==> src/hdl/prs_pkg.sv <==
// package: timing constants, code tables and states of the power/reset sequencer
package prs_pkg;
  // clock
  localparam int unsigned CLK_HZ          = 20_000_000;
  // reset hold after always-on supply valid or reset input, in ms
  localparam int unsigned RST_HOLD_MS     = 50;
  localparam int unsigned RST_HOLD_CYC    = (RST_HOLD_MS * (CLK_HZ / 1000));
  // battery-fault release to reset assertion, in us
  localparam int unsigned FLT2RST_US      = 100;
  localparam int unsigned FLT2RST_CYC     = (FLT2RST_US * (CLK_HZ / 1_000_000));
  // low-voltage enable to core fault release, longest, in ms
  localparam int unsigned CORE_OK_MS      = 120;
  localparam int unsigned CORE_OK_CYC     = (CORE_OK_MS * (CLK_HZ / 1000));
  // low-voltage enable to reset release, typical, in ms
  localparam int unsigned LV2RST_MS       = 125;
  localparam int unsigned LV2RST_CYC      = (LV2RST_MS * (CLK_HZ / 1000));
  // host-side countdowns, in ms
  localparam int unsigned HOST_HV_WAIT_MS = 10;
  localparam int unsigned HOST_HV_CYC     = (HOST_HV_WAIT_MS * (CLK_HZ / 1000));
  localparam int unsigned HOST_CNT_MS     = 125;
  localparam int unsigned HOST_CNT_CYC    = (HOST_CNT_MS * (CLK_HZ / 1000));
  // counter width, enough for every count above
  localparam int unsigned CNT_W           = 23;
  // code fields and reset values
  localparam int unsigned CHG_CODE_W      = 2;
  localparam int unsigned THR_CODE_W      = 3;
  localparam logic [1:0]  CHG_CODE_RST    = 2'h0;
  localparam logic [2:0]  THR_CODE_RST    = 3'h0;
  localparam logic [2:0]  THR_CODE_MAX    = 3'h5;
  // charge current in uA per code
  localparam logic [9:0]  CHG_UA_0        = 10'h177;
  localparam logic [9:0]  CHG_UA_1        = 10'h1F4;
  localparam logic [9:0]  CHG_UA_2        = 10'h271;
  // host APB register offsets
  localparam logic [7:0]  REG_CTRL        = 8'h00;
  localparam logic [7:0]  REG_STAT        = 8'h04;
  localparam logic [7:0]  REG_IRQ_STAT    = 8'h08;
  localparam logic [7:0]  REG_IRQ_CLR     = 8'h0C;
  localparam logic [7:0]  REG_IRQ_EN      = 8'h10;
  // interrupt bits
  localparam int unsigned IRQ_W           = 3;
  localparam int unsigned IRQ_UP          = 0;
  localparam int unsigned IRQ_CORE_FAIL   = 1;
  localparam int unsigned IRQ_RST         = 2;

  // device sequencer states
  typedef enum logic [5:0] {
    PRS_HOLD   = 6'b000001,
    PRS_WAITV  = 6'b000010,
    PRS_DLY    = 6'b000100,
    PRS_WAITLV = 6'b001000,
    PRS_LVRUN  = 6'b010000,
    PRS_RUN    = 6'b100000
  } prs_dev_st_t;

  // host sequencer states
  typedef enum logic [5:0] {
    PRS_H_RST  = 6'b000001,
    PRS_H_FLT  = 6'b000010,
    PRS_H_HVW  = 6'b000100,
    PRS_H_HV   = 6'b001000,
    PRS_H_LV   = 6'b010000,
    PRS_H_DONE = 6'b100000
  } prs_host_st_t;

  // charge current in uA for a code; reserved code 3 reads 0
  function automatic logic [9:0] prs_chg_ua(input logic [1:0] code);
    case (code)
      2'h0:    prs_chg_ua = CHG_UA_0;
      2'h1:    prs_chg_ua = CHG_UA_1;
      2'h2:    prs_chg_ua = CHG_UA_2;
      default: prs_chg_ua = 10'h000;
    endcase
  endfunction
endpackage

==> src/hdl/prs_link_if.sv <==
// interface: pins between the power unit and the processor
`timescale 1ns/10ps
`default_nettype none
interface prs_link_if;
  logic       high_voltage_supply_enable;
  logic       low_voltage_supply_enable;
  logic       battery_fault_n;
  logic       core_supply_fault_n;
  logic       reset_out_n;
  logic [1:0] charge_current_setting;
  logic [2:0] fault_threshold_code;

  modport dev (
    input  high_voltage_supply_enable,
    input  low_voltage_supply_enable,
    input  charge_current_setting,
    input  fault_threshold_code,
    output battery_fault_n,
    output core_supply_fault_n,
    output reset_out_n
  );
  modport host (
    output high_voltage_supply_enable,
    output low_voltage_supply_enable,
    output charge_current_setting,
    output fault_threshold_code,
    input  battery_fault_n,
    input  core_supply_fault_n,
    input  reset_out_n
  );
endinterface
`default_nettype wire

==> src/hdl/prs_dev.sv <==
// module: power unit end, supply switching, fault outputs and reset timing
`timescale 1ns/10ps
`default_nettype none
// How it works
// - backup feeds always-on rail without main battery
// - 2-bit code selects 375/500/625 uA charge
// - host programs fault threshold and charge current
// - high-voltage enable switches on I/O group
// - low-voltage enable switches on core group
// - faults held low until supply above threshold
// - cold start: rail on, reset driven low
// - reset held 50 ms after rail valid
// - processor waits battery-fault release before enable
// - processor counts 125 ms between both enables
// - processor proceeds only if core fault released; host goes to PRS_H_DONE either way, raising IRQ_CORE_FAIL instead of IRQ_UP
// - core fault released within 120 ms
// - reset released 125 ms after low enable
// - reset asserted 100 us after battery-fault release
// - processor enables high voltage 10 ms after reset
// - reset input restarts the whole sequence
// - hardware reset holds reset low 50 ms
// - 3-bit code picks threshold pair
module prs_dev
  import prs_pkg::*;
#(
  parameter int unsigned HOLD_CYC  = RST_HOLD_CYC,
  parameter int unsigned F2R_CYC   = FLT2RST_CYC,
  parameter int unsigned CORE_CYC  = CORE_OK_CYC,
  parameter int unsigned LVREL_CYC = LV2RST_CYC
) (
  // clock and reset (reset comes from the backup-supply power-on)
  input  wire logic clock_i,
  input  wire logic rst_n_i,
  // link to the processor
  prs_link_if.dev   link,
  // analog status pins
  input  wire logic main_batt_present_i,
  input  wire logic vin_above_release_i,
  input  wire logic vin_below_assert_i,
  input  wire logic rtc_supply_valid_i,
  input  wire logic reset_in_n_i,
  // analog controls
  output logic      rtc_from_main_o,
  output logic      backup_charge_en_o,
  output logic [9:0] charge_ua_o,
  output logic [2:0] threshold_code_o,
  output logic      io_group_on_o,
  output logic      core_group_on_o,
  output logic [2:0] seq_state_o
);
  logic        main_s;
  logic        above_s;
  logic        below_s;
  logic        rtc_s;
  logic        rstin_s;
  logic        hv_s;
  logic        lv_s;
  prs_dev_st_t st_q;
  prs_dev_st_t st_d;
  logic [CNT_W-1:0] cnt_q;
  logic [CNT_W-1:0] lvcnt_q;
  logic        supply_ok_q;
  logic        batt_flt_n_q;
  logic        core_flt_n_q;
  logic        rst_out_n_q;

  // every status pin and both enables pass a synchroniser; the code fields do not
  prs_sync #(.RST_VAL(1'b0)) u_main  (.clock_i(clock_i), .rst_n_i(rst_n_i), .pin_i(main_batt_present_i),
                                      .level_o(main_s));
  prs_sync #(.RST_VAL(1'b0)) u_above (.clock_i(clock_i), .rst_n_i(rst_n_i), .pin_i(vin_above_release_i),
                                      .level_o(above_s));
  prs_sync #(.RST_VAL(1'b1)) u_below (.clock_i(clock_i), .rst_n_i(rst_n_i), .pin_i(vin_below_assert_i),
                                      .level_o(below_s));
  prs_sync #(.RST_VAL(1'b0)) u_rtc   (.clock_i(clock_i), .rst_n_i(rst_n_i), .pin_i(rtc_supply_valid_i),
                                      .level_o(rtc_s));
  prs_sync #(.RST_VAL(1'b1)) u_rstin (.clock_i(clock_i), .rst_n_i(rst_n_i), .pin_i(reset_in_n_i),
                                      .level_o(rstin_s));
  prs_sync #(.RST_VAL(1'b0)) u_hv    (.clock_i(clock_i), .rst_n_i(rst_n_i),
                                      .pin_i(link.high_voltage_supply_enable), .level_o(hv_s));
  prs_sync #(.RST_VAL(1'b0)) u_lv    (.clock_i(clock_i), .rst_n_i(rst_n_i),
                                      .pin_i(link.low_voltage_supply_enable), .level_o(lv_s));

  assign link.battery_fault_n     = batt_flt_n_q;
  assign link.core_supply_fault_n = core_flt_n_q;
  assign link.reset_out_n         = rst_out_n_q;

  // battery switch and charger follow the main battery
  always_ff @(posedge clock_i or negedge rst_n_i) begin
    if (!rst_n_i) begin
      rtc_from_main_o    <= 1'b0;
      backup_charge_en_o <= 1'b0;
    end else begin
      rtc_from_main_o    <= main_s;
      backup_charge_en_o <= main_s;
    end
  end

  // host-programmed codes; an out-of-range threshold falls back to the largest pair
  always_ff @(posedge clock_i or negedge rst_n_i) begin
    if (!rst_n_i) begin
      charge_ua_o      <= CHG_UA_0;
      threshold_code_o <= THR_CODE_RST;
    end else begin
      charge_ua_o      <= prs_chg_ua(link.charge_current_setting);
      threshold_code_o <= (link.fault_threshold_code > THR_CODE_MAX) ? THR_CODE_MAX
                                                                      : link.fault_threshold_code;
    end
  end

  // hysteresis: ok above release level, lost below assert level
  always_ff @(posedge clock_i or negedge rst_n_i) begin
    if (!rst_n_i) begin
      supply_ok_q <= 1'b0;
    end else if (above_s) begin
      supply_ok_q <= 1'b1;
    end else if (below_s) begin
      supply_ok_q <= 1'b0;
    end
  end

  // supply groups follow the enables while the input supply is good; not gated by the reset
  // output, since the core group must already be up while reset is held for the core settle
  always_ff @(posedge clock_i or negedge rst_n_i) begin
    if (!rst_n_i) begin
      io_group_on_o   <= 1'b0;
      core_group_on_o <= 1'b0;
    end else begin
      io_group_on_o   <= hv_s && supply_ok_q;
      core_group_on_o <= lv_s && supply_ok_q;
    end
  end

  // sequence state: a low reset input forces a restart from the hold
  always_comb begin
    st_d = st_q;
    case (st_q)
      PRS_HOLD:   if (rtc_s && cnt_q >= CNT_W'(HOLD_CYC - 1)) st_d = PRS_WAITV;
      PRS_WAITV:  if (supply_ok_q) st_d = PRS_DLY;
      PRS_DLY:    if (cnt_q >= CNT_W'(F2R_CYC - 1)) st_d = PRS_WAITLV;
      PRS_WAITLV: if (lv_s) st_d = PRS_LVRUN;
      PRS_LVRUN:  if (lvcnt_q >= CNT_W'(LVREL_CYC - 1)) st_d = PRS_RUN;
      PRS_RUN:    st_d = PRS_RUN;
      default:    st_d = PRS_HOLD;
    endcase
    if (!rstin_s || (!supply_ok_q && st_q != PRS_HOLD && st_q != PRS_WAITV)) begin
      st_d = PRS_HOLD;
    end
  end

  // state register
  always_ff @(posedge clock_i or negedge rst_n_i) begin
    if (!rst_n_i) begin
      st_q <= PRS_HOLD;
    end else begin
      st_q <= st_d;
    end
  end

  // general counter, cleared on each state change; rail must be valid to count the hold
  always_ff @(posedge clock_i or negedge rst_n_i) begin
    if (!rst_n_i) begin
      cnt_q <= '0;
    end else if (st_d != st_q || (st_q == PRS_HOLD && !rtc_s)) begin
      cnt_q <= '0;
    end else if (cnt_q != {CNT_W{1'b1}}) begin
      cnt_q <= cnt_q + 1'b1;
    end
  end

  // low-voltage counter, runs from the low enable until reset release
  always_ff @(posedge clock_i or negedge rst_n_i) begin
    if (!rst_n_i) begin
      lvcnt_q <= '0;
    end else if (st_q != PRS_LVRUN) begin
      lvcnt_q <= '0;
    end else if (lvcnt_q != {CNT_W{1'b1}}) begin
      lvcnt_q <= lvcnt_q + 1'b1;
    end
  end

  // battery fault: released as soon as the supply is present
  always_ff @(posedge clock_i or negedge rst_n_i) begin
    if (!rst_n_i) begin
      batt_flt_n_q <= 1'b0;
    end else begin
      batt_flt_n_q <= supply_ok_q;
    end
  end

  // core fault: released once core regulators settle, at most 120 ms after low enable
  always_ff @(posedge clock_i or negedge rst_n_i) begin
    if (!rst_n_i) begin
      core_flt_n_q <= 1'b0;
    end else if (!supply_ok_q || !lv_s || st_q == PRS_HOLD) begin
      core_flt_n_q <= 1'b0;
    end else if ((st_q == PRS_LVRUN && lvcnt_q >= CNT_W'(CORE_CYC - 1)) || st_q == PRS_RUN) begin
      core_flt_n_q <= 1'b1;
    end
  end

  // reset output: released after hold, asserted again 100 us after fault release, freed after low run
  always_ff @(posedge clock_i or negedge rst_n_i) begin
    if (!rst_n_i) begin
      rst_out_n_q <= 1'b0;
    end else begin
      case (st_d)
        PRS_HOLD:   rst_out_n_q <= 1'b0;
        PRS_WAITV:  rst_out_n_q <= 1'b1;
        PRS_DLY:    rst_out_n_q <= 1'b1;
        PRS_WAITLV: rst_out_n_q <= 1'b0;
        PRS_LVRUN:  rst_out_n_q <= 1'b0;
        PRS_RUN:    rst_out_n_q <= 1'b1;
        default:    rst_out_n_q <= 1'b0;
      endcase
    end
  end

  // coarse state index for observation
  always_ff @(posedge clock_i or negedge rst_n_i) begin
    if (!rst_n_i) begin
      seq_state_o <= 3'h0;
    end else begin
      case (st_q)
        PRS_HOLD:   seq_state_o <= 3'h0;
        PRS_WAITV:  seq_state_o <= 3'h1;
        PRS_DLY:    seq_state_o <= 3'h2;
        PRS_WAITLV: seq_state_o <= 3'h3;
        PRS_LVRUN:  seq_state_o <= 3'h4;
        PRS_RUN:    seq_state_o <= 3'h5;
        default:    seq_state_o <= 3'h7;
      endcase
    end
  end
endmodule
`default_nettype wire

==> src/hdl/prs_sync.sv <==
// module: three-flop pin synchroniser, change accepted when stages two and three agree
`timescale 1ns/10ps
`default_nettype none
module prs_sync
  import prs_pkg::*;
#(
  parameter logic RST_VAL = 1'b0
) (
  // clock and reset
  input  wire logic clock_i,
  input  wire logic rst_n_i,
  // pin and filtered level
  input  wire logic pin_i,
  output logic      level_o
);
  logic s1_q;
  logic s2_q;
  logic s3_q;

  // shift chain; only s2_q reads the first stage
  always_ff @(posedge clock_i or negedge rst_n_i) begin
    if (!rst_n_i) begin
      s1_q <= RST_VAL;
      s2_q <= RST_VAL;
      s3_q <= RST_VAL;
    end else begin
      s1_q <= pin_i;
      s2_q <= s1_q;
      s3_q <= s2_q;
    end
  end

  // level follows only once two stages agree
  always_ff @(posedge clock_i or negedge rst_n_i) begin
    if (!rst_n_i) begin
      level_o <= RST_VAL;
    end else if (s2_q == s3_q) begin
      level_o <= s3_q;
    end
  end
endmodule
`default_nettype wire
==> src/flat_wrapper.sv <==
// flat-port wrapper written by rule: the top's interface ports become plain ports
module prs_dev_flat import prs_pkg::*;
#(
  parameter int unsigned HOLD_CYC  = RST_HOLD_CYC,
  parameter int unsigned F2R_CYC   = FLT2RST_CYC,
  parameter int unsigned CORE_CYC  = CORE_OK_CYC,
  parameter int unsigned LVREL_CYC = LV2RST_CYC
)
  (clock_i, rst_n_i, main_batt_present_i, vin_above_release_i, vin_below_assert_i, rtc_supply_valid_i, reset_in_n_i, rtc_from_main_o, backup_charge_en_o, charge_ua_o, threshold_code_o, io_group_on_o, core_group_on_o, seq_state_o, link_high_voltage_supply_enable, link_low_voltage_supply_enable, link_charge_current_setting, link_fault_threshold_code, link_battery_fault_n, link_core_supply_fault_n, link_reset_out_n);
  prs_link_if link_i ();
  input  wire logic clock_i;
  input  wire logic rst_n_i;
  input  wire logic main_batt_present_i;
  input  wire logic vin_above_release_i;
  input  wire logic vin_below_assert_i;
  input  wire logic rtc_supply_valid_i;
  input  wire logic reset_in_n_i;
  output logic rtc_from_main_o;
  output logic backup_charge_en_o;
  output logic [9:0] charge_ua_o;
  output logic [2:0] threshold_code_o;
  output logic io_group_on_o;
  output logic core_group_on_o;
  output logic [2:0] seq_state_o;
  input wire logic [$bits(link_i.high_voltage_supply_enable)-1:0] link_high_voltage_supply_enable;
  input wire logic [$bits(link_i.low_voltage_supply_enable)-1:0] link_low_voltage_supply_enable;
  input wire logic [$bits(link_i.charge_current_setting)-1:0] link_charge_current_setting;
  input wire logic [$bits(link_i.fault_threshold_code)-1:0] link_fault_threshold_code;
  output wire logic [$bits(link_i.battery_fault_n)-1:0] link_battery_fault_n;
  output wire logic [$bits(link_i.core_supply_fault_n)-1:0] link_core_supply_fault_n;
  output wire logic [$bits(link_i.reset_out_n)-1:0] link_reset_out_n;
  assign link_i.high_voltage_supply_enable = link_high_voltage_supply_enable;
  assign link_i.low_voltage_supply_enable = link_low_voltage_supply_enable;
  assign link_i.charge_current_setting = link_charge_current_setting;
  assign link_i.fault_threshold_code = link_fault_threshold_code;
  assign link_battery_fault_n = link_i.battery_fault_n;
  assign link_core_supply_fault_n = link_i.core_supply_fault_n;
  assign link_reset_out_n = link_i.reset_out_n;
  prs_dev #(.HOLD_CYC(HOLD_CYC), .F2R_CYC(F2R_CYC), .CORE_CYC(CORE_CYC), .LVREL_CYC(LVREL_CYC)) u_core (.clock_i(clock_i), .rst_n_i(rst_n_i), .link(link_i), .main_batt_present_i(main_batt_present_i), .vin_above_release_i(vin_above_release_i), .vin_below_assert_i(vin_below_assert_i), .rtc_supply_valid_i(rtc_supply_valid_i), .reset_in_n_i(reset_in_n_i), .rtc_from_main_o(rtc_from_main_o), .backup_charge_en_o(backup_charge_en_o), .charge_ua_o(charge_ua_o), .threshold_code_o(threshold_code_o), .io_group_on_o(io_group_on_o), .core_group_on_o(core_group_on_o), .seq_state_o(seq_state_o));
endmodule
==> config.mk <==
export PLATFORM = sky130hd
export DESIGN_NAME = prs_dev_flat
export DESIGN_NICKNAME = d
export VERILOG_FILES = /design/src/hdl/prs_pkg.sv /design/src/hdl/prs_link_if.sv /design/src/hdl/prs_dev.sv /design/src/hdl/prs_sync.sv /design/src/flat_wrapper.sv
export SDC_FILE = /design/constraint.sdc
export NUM_CORES = 1
export LEC_CHECK = 0
export ABC_AREA = 1
export BUFFER_PORTS_ARGS = -buffer_cell sky130_fd_sc_hd__buf_2
export CORE_MARGIN = 3
export CORE_UTILIZATION = 23
export CTS_CLUSTER_DIAMETER = 30
export DETAILED_ROUTE_END_ITERATION = 16
export GPL_TIMING_DRIVEN = 0
export PLACE_DENSITY = 0.48
export SYNTH_ARGS = -nofsm -noshare
export SYNTH_HDL_FRONTEND = slang
export SYNTH_SLANG_ARGS = --single-unit
==> constraint.sdc <==
create_clock -name clock_i -period 2.5 [get_ports clock_i]
set_clock_uncertainty 0.2 [all_clocks]
set_input_delay 0.125 -clock clock_i [delete_from_list [all_inputs] [get_ports clock_i]]
set_output_delay 0.125 -clock clock_i [all_outputs]
set_load 0.02 [all_outputs]
After elaboration in Yosys (flattened, before gate mapping)
Cells that the tools add are included.
W data, S select, Z words.
{"block": "totals", "regBits": 103, "latchBits": 0, "mem_bits_rw": 0, "romBits": 0, "in_bits": 14, "output_inout_bits": 23, "elab_cells": 113, "memories": 0}
{"block": "classes", "n_addsub": 2, "multipliers": 0, "div_mod_pow": 0, "n_lt_le_gt_ge": 5, "eq_ne": 24, "n_shift": 0, "n_mux": 19, "bitwise_logic": 0, "reduce_logical": 22}
{"cell": "$mux W23", "count": 4}
{"cell": "$add A23 B1 Y23 const B", "count": 2}
{"cell": "$ge A23 B22 Y1 const B", "count": 2}
{"cell": "$ne A23 B23 Y1 const B", "count": 2}
{"cell": "$mux W6", "count": 6}
{"cell": "$pmux W6 S6", "count": 1}
{"cell": "$pmux W10 S3", "count": 1}
{"cell": "$ge A23 B11 Y1 const B", "count": 1}
{"cell": "$ge A23 B20 Y1 const B", "count": 1}
{"cell": "$pmux W3 S6", "count": 1}
{"cell": "$eq A6 B2 Y1 const B", "count": 2}
{"cell": "$eq A6 B3 Y1 const B", "count": 2}
{"cell": "$eq A6 B6 Y1 const B", "count": 2}
{"cell": "$reduce_bool A2 Y1", "count": 4}
{"cell": "$eq A1 B1 Y1", "count": 7}
{"cell": "$logic_and A1 B1 Y1", "count": 7}
{"cell": "$eq A6 B1 Y1 const B", "count": 1}
{"cell": "$eq A6 B4 Y1 const B", "count": 1}
{"cell": "$eq A6 B5 Y1 const B", "count": 1}
{"cell": "$ne A6 B1 Y1 const B", "count": 1}
{"cell": "$ne A6 B2 Y1 const B", "count": 1}
{"cell": "$ne A6 B5 Y1 const B", "count": 1}
{"cell": "$ne A6 B6 Y1", "count": 1}
{"cell": "$logic_or A1 B1 Y1", "count": 5}
{"cell": "8 further kinds", "count": 15}

Depth between registers and ports, before layout
Gate-level depths: netlist of run 1.
{"block": "logic_depth", "depth_word": 8, "depth_mapped": 19, "ltp_nobuf": 18}

By module
From an unflattened synthesis of run 1, not the netlist that was laid out.
{"block": "hier_totals", "cells_unflattened": 603, "area_unflattened_um2": 4957.3}
{"module": "prs_dev", "instances": 1, "cells_each": 547, "area_per_inst_um2": 4132.7, "seq_area_each_um2": 1783.0}
{"module": "prs_sync (u_core.u_above ...)", "instances": 5, "cells_each": 8, "area_per_inst_um2": 116.4, "seq_area_each_um2": 100.1}
{"module": "prs_sync (u_core.u_below ...)", "instances": 2, "cells_each": 8, "area_per_inst_um2": 121.4, "seq_area_each_um2": 105.1}

Least setup slack after synthesis of run 1
Ideal clock, no wire load.
{"block": "synth_path", "path_kind": "register -> register", "startpoint": "reg u_core.st_q[0]", "endpoint": "reg u_core.cnt_q[3]", "setup_time_ns": 0.069, "arrival_ns": 1.884, "required_ns": 2.231, "path_slack_ns": 0.347, "path_stages_with_launch": 17, "path_buffers": 2, "period_less_slack_ns": 2.153, "cell_sequence": "dfstp_2 nor2_1 nand2_1 inv_2 nand2_2 nand2_2 nor3_2 nor2_2 buf_6 nand2_1 nand2_1 nand2_1 nand3_1 nor2_2 nand2_2 buf_6 nor2_2"}
{"block": "synth_between", "elab_chain_len": 8, "word_cells_on_any_way": 23, "cone_classes": "eq/ne: 9; mux: 8; reduce/logical: 6"}
{"element": "start: declaration", "line": "prs_dev.sv:58", "text": "prs_dev_st_t st_q;"}
{"element": "start signal: assignment", "line": "prs_dev.sv:155", "text": "st_q <= st_d;"}
{"element": "branches (longest 6 deep; another with $eq A6 B6 Y1)"}
{"element": "$logic_or A1 B1 Y1 (*)", "line": "prs_dev.sv:163", "text": "end else if (st_d != st_q || (st_q == PRS_HOLD && !rtc_s)) begin"}
{"element": "$mux W23 / $reduce_bool A2 Y1 (equally long branches)"}
{"element": "end signal: assignment", "line": "prs_dev.sv:166", "text": "cnt_q <= cnt_q + 1'b1;"}
{"element": "end: declaration", "line": "prs_dev.sv:60", "text": "logic [CNT_W-1:0] cnt_q;"}
Mark *: on every way between the ends.
A chain may end at the register's enable or synchronous reset.

Final worst setup path of run 1
{"block": "layout_path", "startpoint": "reg u_core.st_q[5]", "endpoint": "reg u_core.cnt_q[10]"}
The elaborated chain is that of the path after synthesis.

==> results of run 1 <==
stage by stage:
stage,utilization,instances,hold slack (ns)
after detailed placement,0.263,895,-0.0819
final,0.312,950,0.0730
after global placement,0.262,894,0.0302
after CTS,0.285,926,0.0852
after global routing,0.312,950,0.135
after floorplan,-,589,-0.371
registers in the layout, indices dropped and copies added (netlist names), 3 cells and up:
register and cells:
u_core.cnt_q 23, u_core.lvcnt_q 23, u_core.charge_ua_o 6, u_core.st_q 6, u_core.seq_state_o 3, u_core.threshold_code_o 3
worst register-to-register path, stage by stage (launching register included):
cell and delay (ns):
dfrtp_2 0.49, nor2_4 0.16, nand4_1 0.25, nand2_2 0.17
nor3_4 0.06, nor2_4 0.14, buf_6 0.15, nand3_1 0.10
nand2_2 0.09, nand3_2 0.09, nor2_4 0.13, nand2_4 0.12
clkbuf_16 0.20, nor2_4 0.07
worst max-delay path by stage:
stage	end	cells after the start	slack, ns
finish	u_core.cnt_q[10]	13	0.03
global route	u_core.cnt_q[18]	13	-0.09
CTS	u_core.cnt_q[21]	13	0.02
detailed placement	u_core.cnt_q[3]	15	-0.16
global placement	u_core.cnt_q[19]	15	-0.20
floorplan	u_core.cnt_q[3]	16	0.35
Yosys cell counts (all sizes together):
library cell	n
nand2	109
nor2	109
inv	87
dfrtp	86
nand3	49
o21ai	26
nor3	20
nand4	19
a21oi	17
dfstp	13
buf	9
xor2	9
maj3	7
a31oi	5
xnor2	4
clkbuf	2
ha	2
nor4	2
o22ai	2
a211oi	1
a21o	1
a22oi	1
and3	1
clkinv	1
conb	1
mux2i	1
o211ai	1
o21a	1
o21bai	1
o31ai	1
or2	1
area by class of cell:
type / count / area (sq um) / area share
buffer: 11 / 108 / 0.0168
clock buffer: 9 / 225 / 0.0352
clock inverter: 7 / 75.1 / 0.0117
inverter: 88 / 334 / 0.0522
multi-input combinational: 391 / 2240 / 0.351
sequential: 99 / 2500 / 0.390
tap: 270 / 338 / 0.0528
timing repair buffer: 75 / 578 / 0.0904
kinds of logic (layout without fill, tap and decap cells):
family	after synthesis	after routing	synth area share
other cells	1	1	0.000773
xor+xnor	13	13	0.0235
simple gates	310	310	0.290
mux	1	1	0.00206
buf+inv	99	190	0.0854
fa+ha+maj	9	9	0.0196
flops	99	99	0.514
compound gates	57	57	0.0643
metal layers:
layer  share of wire  global-route usage  wire, um  vias up
met1            0.50               0.148      5760     1911
met5               0                   0         0        -
met2            0.45               0.138      5200       62
met4           0.016              0.0394       185        0
met3           0.030              0.0153       341       10
li1                -                   -         -     2065
what timing repair did:
action	4_1_cts	5_1_grt
resized for setup	2	85
hold endpoints to repair	103	0
setup endpoints to repair	23	34
hold buffers	15	0
pin swaps	0	16
cloned	0	3
setup buffers	0	21
power groups by stage:
stage                     Clock, W  Combinational [W]  Sequential [W]
after global placement           0           0.000190         0.00173
after CTS                  0.00146           0.000215         0.00170
final                      0.00141           0.000278         0.00169
after floorplan                  0          0.0000883         0.00174
after detailed placement         0           0.000197         0.00173
after global routing       0.00152           0.000305         0.00170
==> flow_summary.json, run 1 <==
{
  "fin_crit_sh": 0.990,
  "power_w": 0.00339,
  "yosysTopAreaCell": "dfrtp_1",
  "endpoint_kind": "flop",
  "grt-ovfl-total": 0,
  "p_seq_frac": 0.500,
  "finalWirelength_um": 11500,
  "p_sw_w": 0.000887,
  "routedWlPerCell_um": 12.1,
  "cts_root_buf": "clkbuf_16",
  "grt_pass1_vias": 3563,
  "dpl_worst_slack_ns": -0.162,
  "crit_chain": "nor2_4 -> nand4_1 -> nand2_2 -> nor3_4 -> nor2_4 -> buf_6 -> nand3_1 -> nand2_2 -> nand3_2 -> nor2_4 -> nand2_4 -> clkbuf_16 -> nor2_4",
  "antennaDiodeCount": 0,
  "worstSetupPathType": "reg2reg",
  "antenna_found_initial": 0,
  "ys_seq_elements": 99,
  "arrival_ns": 2.56,
  "coreArea_sq_um": 20500,
  "relSlewSlack": 0.639,
  "r2r_cells": 13,
  "cts_tree": "built",
  "swShare": 0.262,
  "io_pins": 37,
  "hold_viol_final": 0,
  "drc": 0,
  "drt_iter0_drc": 177,
  "rsz0062_at_grt": "yes",
  "clk_pin_slew_ns": 0.07,
  "gr-usage-all-layers": 0.0978,
  "avgViaCountPerCell": 4.26,
  "fmax_ghz": 0.404,
  "final_common_cell": "nand2_1",
  "rows": 52,
  "rr_startpoint": "u_core.st_q[5]",
  "grt_pass1_wl_um": 17800,
  "fin_crit_ns": 2.47,
  "finalSetupViolCount": 0,
  "r2r_slack_ns": 0.03,
  "cts.sinks": 99,
  "crit_family": "simple AND/OR/NAND/NOR gates",
  "synth_nets": 605,
  "synth_top_area_frac": 0.444,
  "place_area_sq_um": 5390,
  "insertion_delay_ns": 0.35,
  "power.leakage_nw": 2.86,
  "slowest_stage": "dfrtp_2",
  "clockPowerShare": 0.418,
  "nets": 691,
  "r2r_end": "u_core.cnt_q[10]",
  "ys_seq_area_frac": 0.514,
  "gp_congestion": 0.843,
  "ir_worst_vdd_mv": 0.314,
  "synth_area_sq_um": 4850,
  "setup.worst_path.start": "u_core.st_q[5]",
  "area_delta_synth_final_pct": 31.9,
  "synth_area_leaders": "dfrtp_1, nand2_1, dfstp_2",
  "postSynthAreaPerCell_sq_um": 8.23,
  "cap_violations": 0,
  "worstPathRequired_ns": 2.59,
  "drtAntennaViolNets": 0,
  "cpPeakStageDelay_ns": 0.49,
  "die_x_um": 151,
  "crit_fanout": 7,
  "grt_max_degree": 67,
  "drive_above_1_share": 0.256,
  "die_y_um": 151,
  "dr.pass1.iters": 4,
  "die-area_sq_um": 22900,
  "initial_utilization": 0.237,
  "dpl.hpwl_um": 7870,
  "cts_max_level": 3,
  "vias": 4048,
  "critPathLaunchType": "flop",
  "port_buffers": 35,
  "internal_power_w": 0.00250,
  "final.setup.tns_ns": 0,
  "cts_buffer_depth": 2,
  "worst_path_most_repeated_cell": "nor2_4",
  "drv_slew": 0,
  "ys_warn_count": 0,
  "combPwrFrac": 0.082,
  "numCtsBuffers": 9,
  "final_area_sq_um": 6400,
  "timing.final.ws_setup_ns": 0.0255,
  "synthCells": 589,
  "status": "completed",
  "power.density_nw_per_um2": 529,
  "tightest_slew_ns": 0.541,
  "fillerInstances": 2148,
  "final_cell_mix": "nand2_1, dfrtp_1, inv_1",
  "path_buf_inv": 2,
  "min_path_type": "in2async",
  "yosysUniqueCellTypes": 39
}
(Power assumes the default switching activity.)
==> run 2, diff against run 1 <==
--- a/config.mk
+++ b/config.mk
@@ -7,7 +7,6 @@
 export LEC_CHECK = 0
 export ABC_AREA = 1
 export BUFFER_PORTS_ARGS = -buffer_cell sky130_fd_sc_hd__buf_2
-export CORE_MARGIN = 3
 export CORE_UTILIZATION = 23
 export CTS_CLUSTER_DIAMETER = 30
 export DETAILED_ROUTE_END_ITERATION = 16
==> flow_summary.json, run 2 (same netlist as run 1, synthesis figures left out) <==
{
  "gr-usage-all-layers": 0.106,
  "cts_tree": "built",
  "fillerInstances": 2197,
  "grt_pass1_wl_um": 18400,
  "port_buffers": 35,
  "endpoint_kind": "flop",
  "status": "completed",
  "cts.sinks": 99,
  "vias": 3938,
  "finalSetupViolCount": 0,
  "die_y_um": 147,
  "insertion_delay_ns": 0.35,
  "power_w": 0.00344,
  "grt_pass1_vias": 3681,
  "cts_root_buf": "clkbuf_16",
  "avgViaCountPerCell": 4.17,
  "dpl.hpwl_um": 7910,
  "swShare": 0.248,
  "dp.cells": 895,
  "cap_violations": 0,
  "dr.pass1.iters": 4,
  "die-area_sq_um": 21700,
  "grt-ovfl-total": 0,
  "power.leakage_nw": 2.85,
  "crit_fanout": 7,
  "final_area_sq_um": 6290,
  "antenna_found_initial": 0,
  "worstPathRequired_ns": 2.59,
  "antennaDiodeCount": 0,
  "drc": 0,
  "final.setup.tns_ns": 0,
  "p_sw_w": 0.000851,
  "fin_crit_ns": 2.47,
  "utilization": 0.308,
  "internal_power_w": 0.00258,
  "drtAntennaViolNets": 0,
  "place_area_sq_um": 5390,
  "fmax_ghz": 0.405,
  "crit_chain": "nor2_4 -> nand2_2 -> inv_4 -> nand3_4 -> nand2_4 -> nor3_4 -> nor2_4 -> buf_4 -> nand2_4 -> nand2_1 -> nand2_1 -> nand2_1 -> nor2_2 -> nand2_4 -> clkbuf_16 -> nor2_2",
  "final_cell_mix": "nand2_1, inv_1, dfrtp_1",
  "relSlewSlack": 0.649,
  "io_pins": 37,
  "power.density_nw_per_um2": 546,
  "initial_utilization": 0.237,
  "rsz0062_at_grt": "yes",
  "routedWlPerCell_um": 12.1,
  "rows": 52,
  "drt_iter0_drc": 184,
  "path_buf_inv": 3,
  "worstSetupPathType": "reg2reg",
  "fin_crit_sh": 0.987,
  "drive_above_1_share": 0.246,
  "p_seq_frac": 0.493,
  "combPwrFrac": 0.075,
  "cpPeakStageDelay_ns": 0.59,
  "slowest_stage": "dfstp_2",
  "numCtsBuffers": 9,
  "coreArea_sq_um": 20400,
  "die_x_um": 147,
  "clk_pin_slew_ns": 0.07,
  "reg_top3": "u_core.cnt_q (23), u_core.lvcnt_q (23)",
  "clockPowerShare": 0.432,
  "nets": 685,
  "cts_buffer_depth": 2,
  "rr_startpoint": "u_core.st_q[0]",
  "gp_congestion": 0.825,
  "area_delta_synth_final_pct": 29.7,
  "grt_max_degree": 65,
  "cts_max_level": 3,
  "final_common_cell": "nand2_1",
  "critPathLaunchType": "flop",
  "hold_viol_final": 0,
  "ir_worst_vdd_mv": 0.269,
  "finalWirelength_um": 11400,
  "crit_family": "simple AND/OR/NAND/NOR gates",
  "drv_slew": 0,
  "tightest_slew_ns": 0.526,
  "fin_cells": 944,
  "arrival_ns": 2.56,
  "setup.worst_path.start": "u_core.st_q[0]",
  "min_path_type": "in2async"
}
-- run 2: repair_timing --
action / CTS / global route
gates resized for setup: 4 / 64
hold buffers: 15 / 0
pin swaps: 0 / 15
hold endpoints to repair: 53 / 0
setup endpoints to repair: 23 / 28
setup buffers: 0 / 15
cloned: 0 / 3
-- run 2: worst paths after layout --
| check | endpoint | slack, ns | depth (start not counted) |
|---|---|---|---|
| setup / recovery | u_core.cnt_q[17] | 0.03 | 16 |
| min in group clock_i | u_core.u_above.s2_q | 0.15 | 0 |
| setup reg to reg | u_core.cnt_q[17] | 0.03 | 16 |
| max in group asynchronous | u_core.charge_ua_o[6] | 1.27 | 3 |
| hold / removal | u_core.lvcnt_q[13] | 0.1 | 2 |
| hold reg to reg | u_core.u_above.s2_q | 0.15 | 0 |
-- run 2: per-stage QoR --
step / setup slack [ns] / hold slack (ns)
after global placement: -0.192 / 0.0319
after floorplan: 0.347 / -0.371
final: 0.0323 / 0.0986
after global routing: -0.0863 / 0.124
after CTS: 0.00178 / 0.0983
after detailed placement: -0.179 / -0.0674
-- run 2: final cells by class --
class	instances	area, sq um	share of cell area
sequential	99	2500	0.397
multi-input combinational	391	2170	0.345
timing repair buffer	69	523	0.0832
tap	270	338	0.0537
inverter	88	337	0.0535
clock buffer	9	225	0.0358
buffer	11	104	0.0165
clock inverter	7	96.3	0.0153
-- run 2: power by group through the flow --
stage / sequential [W] / clock (W) / combinational [W]
2_1_floorplan: 0.00174 / 0 / 0.0000883
3_3_place_gp: 0.00173 / 0 / 0.000189
3_5_place_dp: 0.00173 / 0 / 0.000196
4_1_cts: 0.00170 / 0.00154 / 0.000214
5_1_grt: 0.00170 / 0.00160 / 0.000284
6_report: 0.00169 / 0.00148 / 0.000258
-- run 2: metal layers --
layer  wire length, um  vias up  global-route usage
li1                  -     2041                   -
met1              5920     1841               0.155
met2              5190       50               0.158
met3               232        6              0.0186
met4               103        0              0.0356
met5                 0        -                   0
==> run 3, diff against run 2 <==
--- a/config.mk
+++ b/config.mk
@@ -12,6 +12,7 @@
 export DETAILED_ROUTE_END_ITERATION = 16
 export GPL_TIMING_DRIVEN = 0
 export PLACE_DENSITY = 0.48
+export RECOVER_POWER = 50
 export SYNTH_ARGS = -nofsm -noshare
 export SYNTH_HDL_FRONTEND = slang
 export SYNTH_SLANG_ARGS = --single-unit
==> flow_summary.json, run 3 (same netlist as run 1, synthesis figures left out) <==
{
  "swShare": 0.248,
  "finalSetupViolCount": 0,
  "min_path_type": "reg2reg",
  "fmax_ghz": 0.405,
  "p_sw_w": 0.000850,
  "area_delta_synth_final_pct": 28.8,
  "cts_buffer_depth": 2,
  "fin_crit_sh": 0.989,
  "nets": 685,
  "relSlewSlack": 0.372,
  "final_common_cell": "nand2_1",
  "rows": 52,
  "grt_pass1_vias": 3681,
  "avgViaCountPerCell": 4.18,
  "grt_pass1_wl_um": 18400,
  "rsz0062_at_grt": "yes",
  "status": "completed",
  "coreArea_sq_um": 20400,
  "worstSetupPathType": "reg2reg",
  "critPathLaunchType": "flop",
  "die-area_sq_um": 21700,
  "grt_max_degree": 65,
  "power.density_nw_per_um2": 548,
  "routedWlPerCell_um": 12.0,
  "fin_crit_ns": 2.47,
  "antennaDiodeCount": 0,
  "die_y_um": 147,
  "internal_power_w": 0.00257,
  "antenna_found_initial": 0,
  "power.leakage_nw": 2.78,
  "hold_viol_final": 0,
  "endpoint_kind": "flop",
  "tightest_slew_ns": 0.942,
  "cts.sinks": 99,
  "arrival_ns": 2.56,
  "ir_worst_vdd_mv": 0.271,
  "cts_max_level": 3,
  "timing.final.ws_setup_ns": 0.0279,
  "gr-usage-all-layers": 0.106,
  "final_cell_mix": "nand2_1, inv_1, dfrtp_1",
  "drtAntennaViolNets": 0,
  "cap_violations": 0,
  "fillerInstances": 2210,
  "gp_congestion": 0.825,
  "clockPowerShare": 0.433,
  "reg_top3": "u_core.cnt_q (23), u_core.lvcnt_q (23)",
  "hold_slack_ns": 0.150,
  "drc": 0,
  "initial_utilization": 0.237,
  "insertion_delay_ns": 0.35,
  "drive_above_1_share": 0.215,
  "dpl.hpwl_um": 7910,
  "dr.pass1.iters": 4,
  "clk_pin_slew_ns": 0.07,
  "r2r_cells": 16,
  "grt-ovfl-total": 0,
  "die_x_um": 147,
  "cts_tree": "built",
  "drv_slew": 0,
  "vias": 3949,
  "numCtsBuffers": 9,
  "p_seq_frac": 0.495,
  "io_pins": 37,
  "combPwrFrac": 0.072,
  "drt_iter0_drc": 180,
  "finalWirelength_um": 11400,
  "crit_fanout": 7,
  "worstPathRequired_ns": 2.59,
  "dpl_worst_slack_ns": -0.179,
  "cts_root_buf": "clkbuf_16",
  "port_buffers": 35,
  "min_path_cells": 0
}
==> run 3: layout make-up <==
type / count / area, sq um / share of cell area
flip-flops and latches: 99 / 2500 / 0.400
multi-input cells: 391 / 2170 / 0.347
repair buffers: 69 / 479 / 0.0768
well taps: 270 / 338 / 0.0541
inverters: 88 / 337 / 0.0539
clock buffers: 9 / 225 / 0.0361
plain buffers: 11 / 104 / 0.0166
clock inverters: 7 / 96.3 / 0.0154
==> run 3: repair_timing <==
item | 4_1_cts | 5_1_grt
pin swaps | 0 | 15
setup buffers | 0 | 15
endpoints found under the hold margin | 53 | 0
cloned | 0 | 3
endpoints found under the setup margin | 23 | 28
resized for setup | 4 | 64
hold buffers | 15 | 0
==> run 3: final timing paths <==
check	startpoint	endpoint	slack, ns
min in group asynchronous	rst_n_i	u_core.lvcnt_q[13]	0.26
worst max-delay path	u_core.st_q[0]	u_core.cnt_q[17]	0.03
worst min-delay path	u_core.u_above.s1_q	u_core.u_above.s2_q	0.15
worst max register to register	u_core.st_q[0]	u_core.cnt_q[17]	0.03
worst min register to register	u_core.u_above.s1_q	u_core.u_above.s2_q	0.15
max in group asynchronous	rst_n_i	u_core.charge_ua_o[7]	0.39
==> run 3: per-stage QoR <==
step / utilization / cells / total power, W / setup TNS [ns] / cell area [sq um]
floorplan: - / 589 / 0.00183 / 0 / 4850
global placement: 0.262 / 894 / 0.00192 / -6.20 / 5360
detailed placement: 0.264 / 895 / 0.00192 / -3.40 / 5390
CTS: 0.287 / 926 / 0.00345 / 0 / 5870
global route: 0.306 / 944 / 0.00358 / -1.42 / 6240
finish: 0.306 / 944 / 0.00342 / 0 / 6240
==> run 3: worst max-delay path: stages, from the launching register on <==
cell and delay, ns:
dfstp_2 0.59, nor2_4 0.05, nand2_2 0.11, inv_4 0.06, nand3_4 0.08, nand2_4 0.07
nor3_4 0.24, nor2_4 0.08, buf_4 0.14, nand2_4 0.07, nand2_1 0.05, nand2_1 0.06
nand2_1 0.05, nor2_2 0.15, nand2_4 0.14, clkbuf_16 0.19, nor2_2 0.07
==> run 3: power groups by stage <==
stage / combinational [W] / sequential [W] / clock, W
2_1_floorplan: 0.0000883 / 0.00174 / 0
3_3_place_gp: 0.000189 / 0.00173 / 0
3_5_place_dp: 0.000196 / 0.00173 / 0
4_1_cts: 0.000214 / 0.00170 / 0.00154
5_1_grt: 0.000274 / 0.00170 / 0.00160
6_report: 0.000248 / 0.00169 / 0.00148
==> run 3: layer usage <==
layer | share of wire | global-route usage | vias up
met1 | 0.51 | 0.155 | 1853
met3 | 0.022 | 0.0186 | 7
met4 | 0.011 | 0.0356 | 0
met5 | 0 | 0 | -
met2 | 0.46 | 0.158 | 47
li1 | - | - | 2042
